[config.mk]
export PLATFORM = sky130hd
export DESIGN_NAME = periph_irq_flags
export DESIGN_NICKNAME = d
export VERILOG_FILES = /design/src/rtl/periph_irq_pkg.sv /design/src/rtl/periph_irq_flags.sv
export SDC_FILE = /design/constraint.sdc
export NUM_CORES = 1
export LEC_CHECK = 0
export BUFFER_PORTS_ARGS = -buffer_cell sky130_fd_sc_hd__buf_2
export CAP_MARGIN = 30
export CORE_ASPECT_RATIO = 0.7
export CORE_MARGIN = 2
export CORE_UTILIZATION = 41
export DETAILED_ROUTE_END_ITERATION = 12
export GPL_ROUTABILITY_DRIVEN = 1
export MAX_ROUTING_LAYER = met4
export PLACE_DENSITY = 0.88
export SYNTH_ARGS = -nofsm -noshare
export SYNTH_HDL_FRONTEND = slang
export SYNTH_SLANG_ARGS = --single-unit
[constraint.sdc]
create_clock -name pclk -period 1.15 [get_ports pclk]
set_input_delay 0.0575 -clock pclk [delete_from_list [all_inputs] [get_ports pclk]]
set_output_delay 0.0575 -clock pclk [all_outputs]
set_load 0.05 [all_outputs]
[src/rtl/periph_irq_pkg.sv]
/*
  Package for the peripheral interrupt enable and request block:
  register offsets, field positions, write masks, reset values, carriers.
  Assumes a 32-bit APB bus with 8-bit registers in the low byte lane.
*/
package periph_irq_pkg;

  // ==========================================================
  // register map (byte addresses)
  localparam logic [11:0] OFF_ENABLE_A  = 12'h000;
  localparam logic [11:0] OFF_ENABLE_B  = 12'h004;
  localparam logic [11:0] OFF_ENABLE_C  = 12'h008;
  localparam logic [11:0] OFF_REQUEST_A = 12'h00C;
  localparam logic [11:0] OFF_CONTROL   = 12'h010;

  // ==========================================================
  // implemented and writable bits
  localparam logic [7:0] ENABLE_A_MASK  = 8'hFF;
  localparam logic [7:0] ENABLE_B_MASK  = 8'hFD;
  localparam logic [7:0] ENABLE_C_MASK  = 8'h7A;
  localparam logic [7:0] REQUEST_A_WMASK = 8'hCF;
  localparam logic [7:0] RESET_BYTE     = 8'h00;

  // ==========================================================
  // request register bit positions
  localparam int unsigned GATE_BIT    = 7;
  localparam int unsigned CONV_BIT    = 6;
  localparam int unsigned RXFULL_BIT  = 5;
  localparam int unsigned TXEMPTY_BIT = 4;
  localparam int unsigned SYNC_BIT    = 3;
  localparam int unsigned CAPCOMP_BIT = 2;
  localparam int unsigned T2MATCH_BIT = 1;
  localparam int unsigned T1OVF_BIT   = 0;

  // control register bit positions
  localparam int unsigned GIE_BIT  = 1;
  localparam int unsigned PERIPH_IRQ_MASTER_ENABLE_BIT = 0;

  // ==========================================================
  // carriers
  typedef enum logic [1:0] {
    MODE_CAPTURE,
    MODE_COMPARE,
    MODE_PULSE_WIDTH
  } capcomp_mode_type;

  typedef struct packed {
    logic             gate_active;
    logic             conv_done;
    logic             rx_buffer_full;
    logic             tx_buffer_empty;
    logic             sync_xfer_done;
    logic             capture_event;
    logic             compare_event;
    capcomp_mode_type capcomp_mode;
    logic             timer_two_match;
    logic             timer_one_overflow;
  } event_type;

  typedef struct packed {
    logic       global_irq_enable;
    logic       periph_irq_master_enable;
  } control_type;

  typedef struct packed {
    logic [7:0]  enable_a;
    logic [7:0]  enable_b;
    logic [7:0]  enable_c;
    logic [7:0]  request_a;
    control_type control;
    logic [7:0]  read_byte;
    logic        read_error;
  } state_type;

  localparam state_type STATE_RESET = '0;

endpackage

[src/rtl/periph_irq_flags.sv]
/*
  Peripheral interrupt enable and request registers with APB slave and
  the gated interrupt request to the core.
  Assumes event inputs synchronous to pclk; the second and third request
  registers live outside and arrive as plain flag vectors.
*/
// What this block does
// - no peripheral interrupt reaches the core unless peripheral master enable is set.
// - flags set on their condition regardless of enable or global enable.
// - second enable register: osc fail, comp2, comp1, eeprom, collision, lcd, -, capcomp2.
// - third enable register: capcomp 5,4,3 at bits 6..4, timer6 bit 3, timer4 bit 1.
// - unimplemented enable bits always read zero.
// - all implemented bits reset to zero on any reset.
// - timer1 gate flag is one while gate inactive, zero while active.
// - converter flag sets when a conversion completes.
// - receive flag is read-only, mirrors receive buffer full.
// - transmit flag is read-only, mirrors transmit buffer empty.
// - sync serial flag sets when a transfer completes.
// - capcomp1 flag sets on capture or compare per mode, unused in pulse-width.
// - timer2 flag sets when timer2 count matches its period.
// - timer1 overflow flag sets when timer1 count overflows.
// - writable flags other than the gate flag stay set until software writes zero.
// - each enable bit passes or blocks its own interrupt.
// - global enable zero blocks all; one allows enabled ones.
`timescale 1ns/10ps
module periph_irq_flags
  import periph_irq_pkg::*;
(
  input  wire logic        pclk,
  input  wire logic        presetn,
  input  wire logic        clk_en,
  input  wire logic        psel,
  input  wire logic        penable,
  input  wire logic        pwrite,
  input  wire logic [11:0] paddr,
  input  wire logic [31:0] pwdata,
  input  wire logic [3:0]  pstrb,
  output logic      [31:0] prdata,
  output logic             pready,
  output logic             pslverr,
  input  wire event_type   events,
  input  wire logic [7:0]  request_b_flags,
  input  wire logic [7:0]  request_c_flags,
  output logic             irq
);

  // ==========================================================
  // state and bus decode
  state_type state;
  state_type next_state;

  logic       bus_setup;
  logic       bus_write;
  logic       addr_mapped;
  logic [7:0] write_byte;
  logic [7:0] read_mux;
  logic [7:0] pending;

  // frozen clock enable stalls the access phase
  assign pready    = clk_en;
  assign bus_setup = psel & ~penable;
  assign bus_write = psel & penable & pwrite & pstrb[0] & clk_en;
  assign write_byte = pwdata[7:0];

  always_comb begin
    addr_mapped = 1'b1;
    read_mux    = RESET_BYTE;
    case (paddr)
      OFF_ENABLE_A:  read_mux = state.enable_a;
      OFF_ENABLE_B:  read_mux = state.enable_b;
      OFF_ENABLE_C:  read_mux = state.enable_c;
      OFF_REQUEST_A: read_mux = state.request_a;
      OFF_CONTROL: begin
        read_mux[GIE_BIT]  = state.control.global_irq_enable;
        read_mux[PERIPH_IRQ_MASTER_ENABLE_BIT] = state.control.periph_irq_master_enable;
      end
      default:       addr_mapped = 1'b0;
    endcase
  end

  // ==========================================================
  // next state
  always_comb begin
    next_state = state;
    if (clk_en) begin
      if (bus_write) begin
        case (paddr)
          OFF_ENABLE_A: next_state.enable_a = write_byte & ENABLE_A_MASK;
          OFF_ENABLE_B: next_state.enable_b = write_byte & ENABLE_B_MASK;
          OFF_ENABLE_C: next_state.enable_c = write_byte & ENABLE_C_MASK;
          OFF_REQUEST_A: begin
            next_state.request_a = (state.request_a & ~REQUEST_A_WMASK)
                                 | (write_byte & REQUEST_A_WMASK);
          end
          OFF_CONTROL: begin
            next_state.control.global_irq_enable        = write_byte[GIE_BIT];
            next_state.control.periph_irq_master_enable = write_byte[PERIPH_IRQ_MASTER_ENABLE_BIT];
          end
          default: ;
        endcase
      end

      // hardware sets follow the write so they win over a clear
      // set beats clear
      next_state.request_a[GATE_BIT] = ~events.gate_active;
      if (events.conv_done) begin
        next_state.request_a[CONV_BIT] = 1'b1;
      end
      next_state.request_a[RXFULL_BIT]  = events.rx_buffer_full;
      next_state.request_a[TXEMPTY_BIT] = events.tx_buffer_empty;
      if (events.sync_xfer_done) begin
        next_state.request_a[SYNC_BIT] = 1'b1;
      end
      case (events.capcomp_mode)
        MODE_CAPTURE: begin
          if (events.capture_event) begin
            next_state.request_a[CAPCOMP_BIT] = 1'b1;
          end
        end
        MODE_COMPARE: begin
          if (events.compare_event) begin
            next_state.request_a[CAPCOMP_BIT] = 1'b1;
          end
        end
        default: ;
      endcase
      if (events.timer_two_match) begin
        next_state.request_a[T2MATCH_BIT] = 1'b1;
      end
      if (events.timer_one_overflow) begin
        next_state.request_a[T1OVF_BIT] = 1'b1;
      end

      // read data captured in setup so it comes from a flop
      if (bus_setup) begin
        next_state.read_byte  = addr_mapped ? read_mux : RESET_BYTE;
        next_state.read_error = ~addr_mapped;
      end
    end
  end

  // ==========================================================
  // registers
  // every bit resets to zero
  always_ff @(posedge pclk or negedge presetn) begin
    if (!presetn) begin
      state <= STATE_RESET;
    end else begin
      state <= next_state;
    end
  end

  assign prdata  = {24'h000000, state.read_byte};
  assign pslverr = state.read_error;

  // ==========================================================
  // interrupt gating
  // per-source enable
  assign pending = (state.request_a & state.enable_a)
                 | (request_b_flags & state.enable_b)
                 | (request_c_flags & state.enable_c);

  assign irq = state.control.global_irq_enable
             & state.control.periph_irq_master_enable
             & (|pending);

  // ==========================================================
  // assertions
  logic request_write;
  assign request_write = bus_write & (paddr == OFF_REQUEST_A);
endmodule

# Yosys cells after proc, flatten, opt, wreduce, memory -nomap -nowiden
# Index checks and enable logic that the tools add are counted.
# totals
ff_bits	39
in_bits	81
out_inout_bits	35
wordCells	68
# op_classes
n_eq_ne	5
mux	14
n_bitwise	16
n_reduce_logical	21
# ops
cell	count
12-bit by 4-bit == test with 1-bit output (second input constant)	2
6-bit one-hot mux with 4 select lines	1
3-bit AND reduction	8
8-bit AND	2
8-bit bitwise OR	2
2-bit nonzero test	8
12-bit by 3-bit == test with 1-bit output (second input constant)	1
12-bit by 5-bit == test with 1-bit output (second input constant)	1
12-bit zero test	1
2-bit one-hot mux with 5 select lines	1
9-bit two-way mux	1
8-bit by 7-bit AND with 8-bit output	1
8-bit two-way mux	1
8-bit OR reduction	1
1-bit AND	7
1-bit two-way mux	7
7-bit two-way mux	1
6-bit by 7-bit bitwise OR with 7-bit output	1
5-bit OR reduction	1
1-bit NOT	3
2-bit by 1-bit == test with 1-bit output (second input constant)	1
2-bit zero test	1
2-bit two-way mux	1
1-bit one-hot mux with 2 select lines	1
2-bit AND reduction	1

# Longest topological paths before layout
# depth
ltp_word	7
depth_mapped	6
ltp_nobuf	4

# Worst setup path before layout
# No wires, ideal clock.
# synth_timing
path_type	input -> register
from	input port paddr[0]
to	register state[35] (netlist name)
setup_ns	0.125
arrival_time_ns	1.535
required_time_ns	1.025
slack_ns	-0.510
path_stages	4
n_path_buf	0
cell_sequence	or4_1 -> nor3_4 -> nand3_2 -> mux2_2
# synth_between
elab_chain_cells	2
# synth_lines
element	line	rtl
from (decl)	periph_irq_flags.sv:35	input wire logic [11:0] paddr,
12-bit zero test	periph_irq_flags.sv:87	case (paddr)
3-bit AND reduction (no source line)	--	
to (signal assigned)	periph_irq_flags.sv:149	state <= next_state;
to (decl)	periph_irq_flags.sv:49	state_type state;
# Every way passes these cells.
# A chain may end at the register's enable or synchronous reset.

# Worst setup path in the final report
# layout_timing
from	register state[27] (netlist name)
to	output port irq
# layout_between
elab_chain_cells	5
# layout_lines
element	line	rtl
8-bit AND	periph_irq_flags.sv:160	| (request_b_flags & state.enable_b)
8-bit bitwise OR	periph_irq_flags.sv:160	
8-bit bitwise OR	periph_irq_flags.sv:161	| (request_c_flags & state.enable_c);
8-bit OR reduction	periph_irq_flags.sv:165	& (|pending);
1-bit AND	periph_irq_flags.sv:165	
to (decl)	periph_irq_flags.sv:44	output logic irq
# Every way passes these cells.

==> metrics <==
status complete, but fails checks; failing checks setup timing; cell depth of the worst setup path 5; FFs w/ async S/R, synth 1.000; WHS 0.01487 ns; Mapped Cells 199; leakage power 1.680 nW; TritonCTS sink count 39; crit path launch type flop; grt total ovfl 0; skew final between 0.005 and 0.006 ns; residual DRC count 0; Clk pin slew, worst setup/hold paths approximately 0.080 ns; overall power between 3 and 4 mW; clk root buf clkbuf_8; die extent in y ~65 µm; global-route wire length before repair ~10000 µm; Mean Syn Cell Area about 11 µm²; Num CTS Buffers 5; IO Count between 100 and 150; min Tclk post-route ~1.9 ns; worst-path maximum fanout 2; Netlist cell types 40; WP buf/inv 1; register area share after synthesis 0.4407; critical path's largest stage delay 0.41 ns; largest net degree at the start of global routing 40; worst-path cell chain a22o_1, a221oi_2, nand3_1, o311a_4, buf_6; area taken by multi-input logic gates 0.001260 mm²; vias around 1900; Port-buffer cells 60; RSZ-0062 raised after global routing yes; first-pass detailed-route iteration total 4; Max Slew Vio Count 0; fill count between 400 and 500; Register Area 975.9 µm²; #FFs+latches synth 39; worst reg2reg path depth 5; synth warn 0; CTS tree done; n_diodes 0; Max Cap Violations 0; Worst R2R Start state[27]$_DFFE_PN0P_; insertion delay to the later sink of the worst-skew pair 0.29 ns; GR met3 Demand/Resource 0.04128; Detail Placement HPWL 4594 µm; timing endpoint of the critical path irq; CTS Buffer Depth 2; average routed wire per standard cell about 17 µm; Slowest cell on crit path dfrtp_1; Nets between 300 and 400; Final Hold Fails 0; Setup WS post-layout -0.7081 ns; Detailed Route WL 6254 µm; met2 GRT Util 0.3612; pwr dens approximately 1000 mW/mm²; Setup crit start state[27]$_DFFE_PN0P_; Top FF cell, synth dfrtp_1; crit path capture type output port; Total GRT Usage 0.2249; initial antenna violation count 0; Detail Route Antenna Nets 0; area grow syn2layout 47.57%; full die area around 0.0060 mm²; number of synthesized flops with an enable pin 0; share of post-route cells with drive strength above 1 0.5724; vias in the first global route between 1500 and 2000; reg2reg end prdata[0]$_DFFE_PN0P_; routability cong. roughly 1; final setup fails 37; GR met1 Demand/Resource 0.3018; row count 22; WS Path Type reg -> out; core footprint 0.005230 mm²; Initial Util 0.4234; Final period util 1.616; H-tree levels 2; CP arrival between 1.5 and 2 ns; Die Wd roughly 90 µm; Hold/Removal Path Class in -> reg; VDD IR max approximately 0.63 mV; f_max around 540 MHz; reg-to-reg setup timing slack -0.23 ns; GR peak layer met2; Initial DRC Count 94; Synth Cell Area 0.002215 mm²; CP required roughly 1.1 ns; vias per cell 5.064; CP delay by family, top compound AO/OA/AOI/OAI gates
logic make-up (layout without fill, tap and decap cells):
family / count (synthesis) / after routing / synth area share
mux: 33 / 33 / 0.1870
flops: 39 / 39 / 0.4407
compound gates: 34 / 34 / 0.1102
other cells: 1 / 24 / 0.001693
buf+inv: 40 / 122 / 0.1237
simple gates: 52 / 52 / 0.1367
sequential cells by signal, summed over array words and instances, names as in the netlist:
signal   flops
prdata       8
pslverr      1
state       30
stage by stage:
stage	cells	utilization	cell area [µm²]	setup WS (ns)	setup TNS, ns
after global placement	358	0.5328	2786	-0.6157	-19.91
final	376	0.6249	3268	-0.7081	-7.387
after detailed placement	358	0.5328	2786	-0.6655	-21.68
after CTS	376	0.6156	3219	-0.6975	-6.952
after global routing	376	0.6249	3268	-0.7619	-8.841
after floorplan	222	-	2322	-0.5025	-14.75
worst min-delay path by stage:
stage | startpoint | endpoint | slack (ns) | cells after the start
3_5_place_dp | presetn | state[14]$_DFFE_PN0P_ | 0.04 | 2
3_3_place_gp | presetn | state[16]$_DFFE_PN0P_ | 0.04 | 2
6_report | events[9] | state[17]$_DFFE_PN0P_ | 0.01 | 3
4_1_cts | events[9] | state[17]$_DFFE_PN0P_ | 0.01 | 3
5_1_grt | events[9] | state[17]$_DFFE_PN0P_ | 0.02 | 3
2_1_floorplan | presetn | prdata[0]$_DFFE_PN0P_ | -0.24 | 0
cell usage in the layout (no fill, tap or decap), types with 3 or more instances in the layout:
master,netlist,routed
buf_6,0,11
nand3_1,11,4
dlygate4sd3_1,0,7
mux2_2,25,24
mux4_2,4,4
buf_12,0,3
a22oi_1,8,6
conb_1,1,24
clkbuf_8,0,5
buf_2,0,57
dfrtp_1,39,39
a22o_1,3,3
nand3_4,0,3
o21ai_1,0,3
buf_4,33,33
mux2_4,0,3
o211ai_1,4,4
nand2_1,22,22
o21ai_0,9,3
o21ai_2,0,3
nor2_1,3,3
nand3_2,1,5
routing by layer:
layer,part of all wire,vias to the layer above
li1,-,889
met1,0.45,928
met2,0.48,77
met3,0.058,10
met4,0.013,0
met5,0,-
power by group:
part           switching [mW]  total (mW)  internal [mW]
sequential            0.00899        1.39           1.38
clock                   0.497        1.36          0.868
combinational           0.355       0.538          0.183
cell type report:
type | count | share of cell area
Multi-Input combinational cell | 143 | 0.3855
Sequential cell | 39 | 0.2986
Timing Repair Buffer | 112 | 0.2454
Tap cell | 72 | 0.02757
Clock buffer | 6 | 0.02221
Clock inverter | 2 | 0.01838
Inverter | 2 | 0.002297
worst reg2reg max path, cell delays in order, from the launching register on:
cell and delay [ns]:
dfrtp_1 0.41, buf_6 0.12, mux2_4 0.25, a22o_1 0.19
a32oi_2 0.21, o21ai_1 0.09
what timing repair did:
item                       in CTS  in global routing
setup endpoints to repair      37                 37
buffers inserted                3                  1
hold buffers                    7                  0
hold endpoints to repair       45                  0
pin swaps                      23                 18
resized for setup              43                 10
cells in the mapped netlist, drive strengths merged (2+ instances only):
cell type / n / share of area
a22oi: 8 / 0.027
dfrtp: 39 / 0.44
a22o: 3 / 0.012
clkbuf: 3 / 0.0051
nand2: 22 / 0.037
inv: 2 / 0.0034
o31ai: 2 / 0.0068
o211ai: 4 / 0.014
o21ai: 9 / 0.020
a32oi: 2 / 0.0079
mux2: 27 / 0.14
nand3: 12 / 0.029
mux2i: 2 / 0.0090
nand4b: 2 / 0.018
nor2: 3 / 0.0051
nor3: 2 / 0.0096
buf: 35 / 0.12
or4: 2 / 0.0085
a221oi: 2 / 0.0079
mux4: 4 / 0.041
Note: power is estimated with default switching activity, not from simulation.
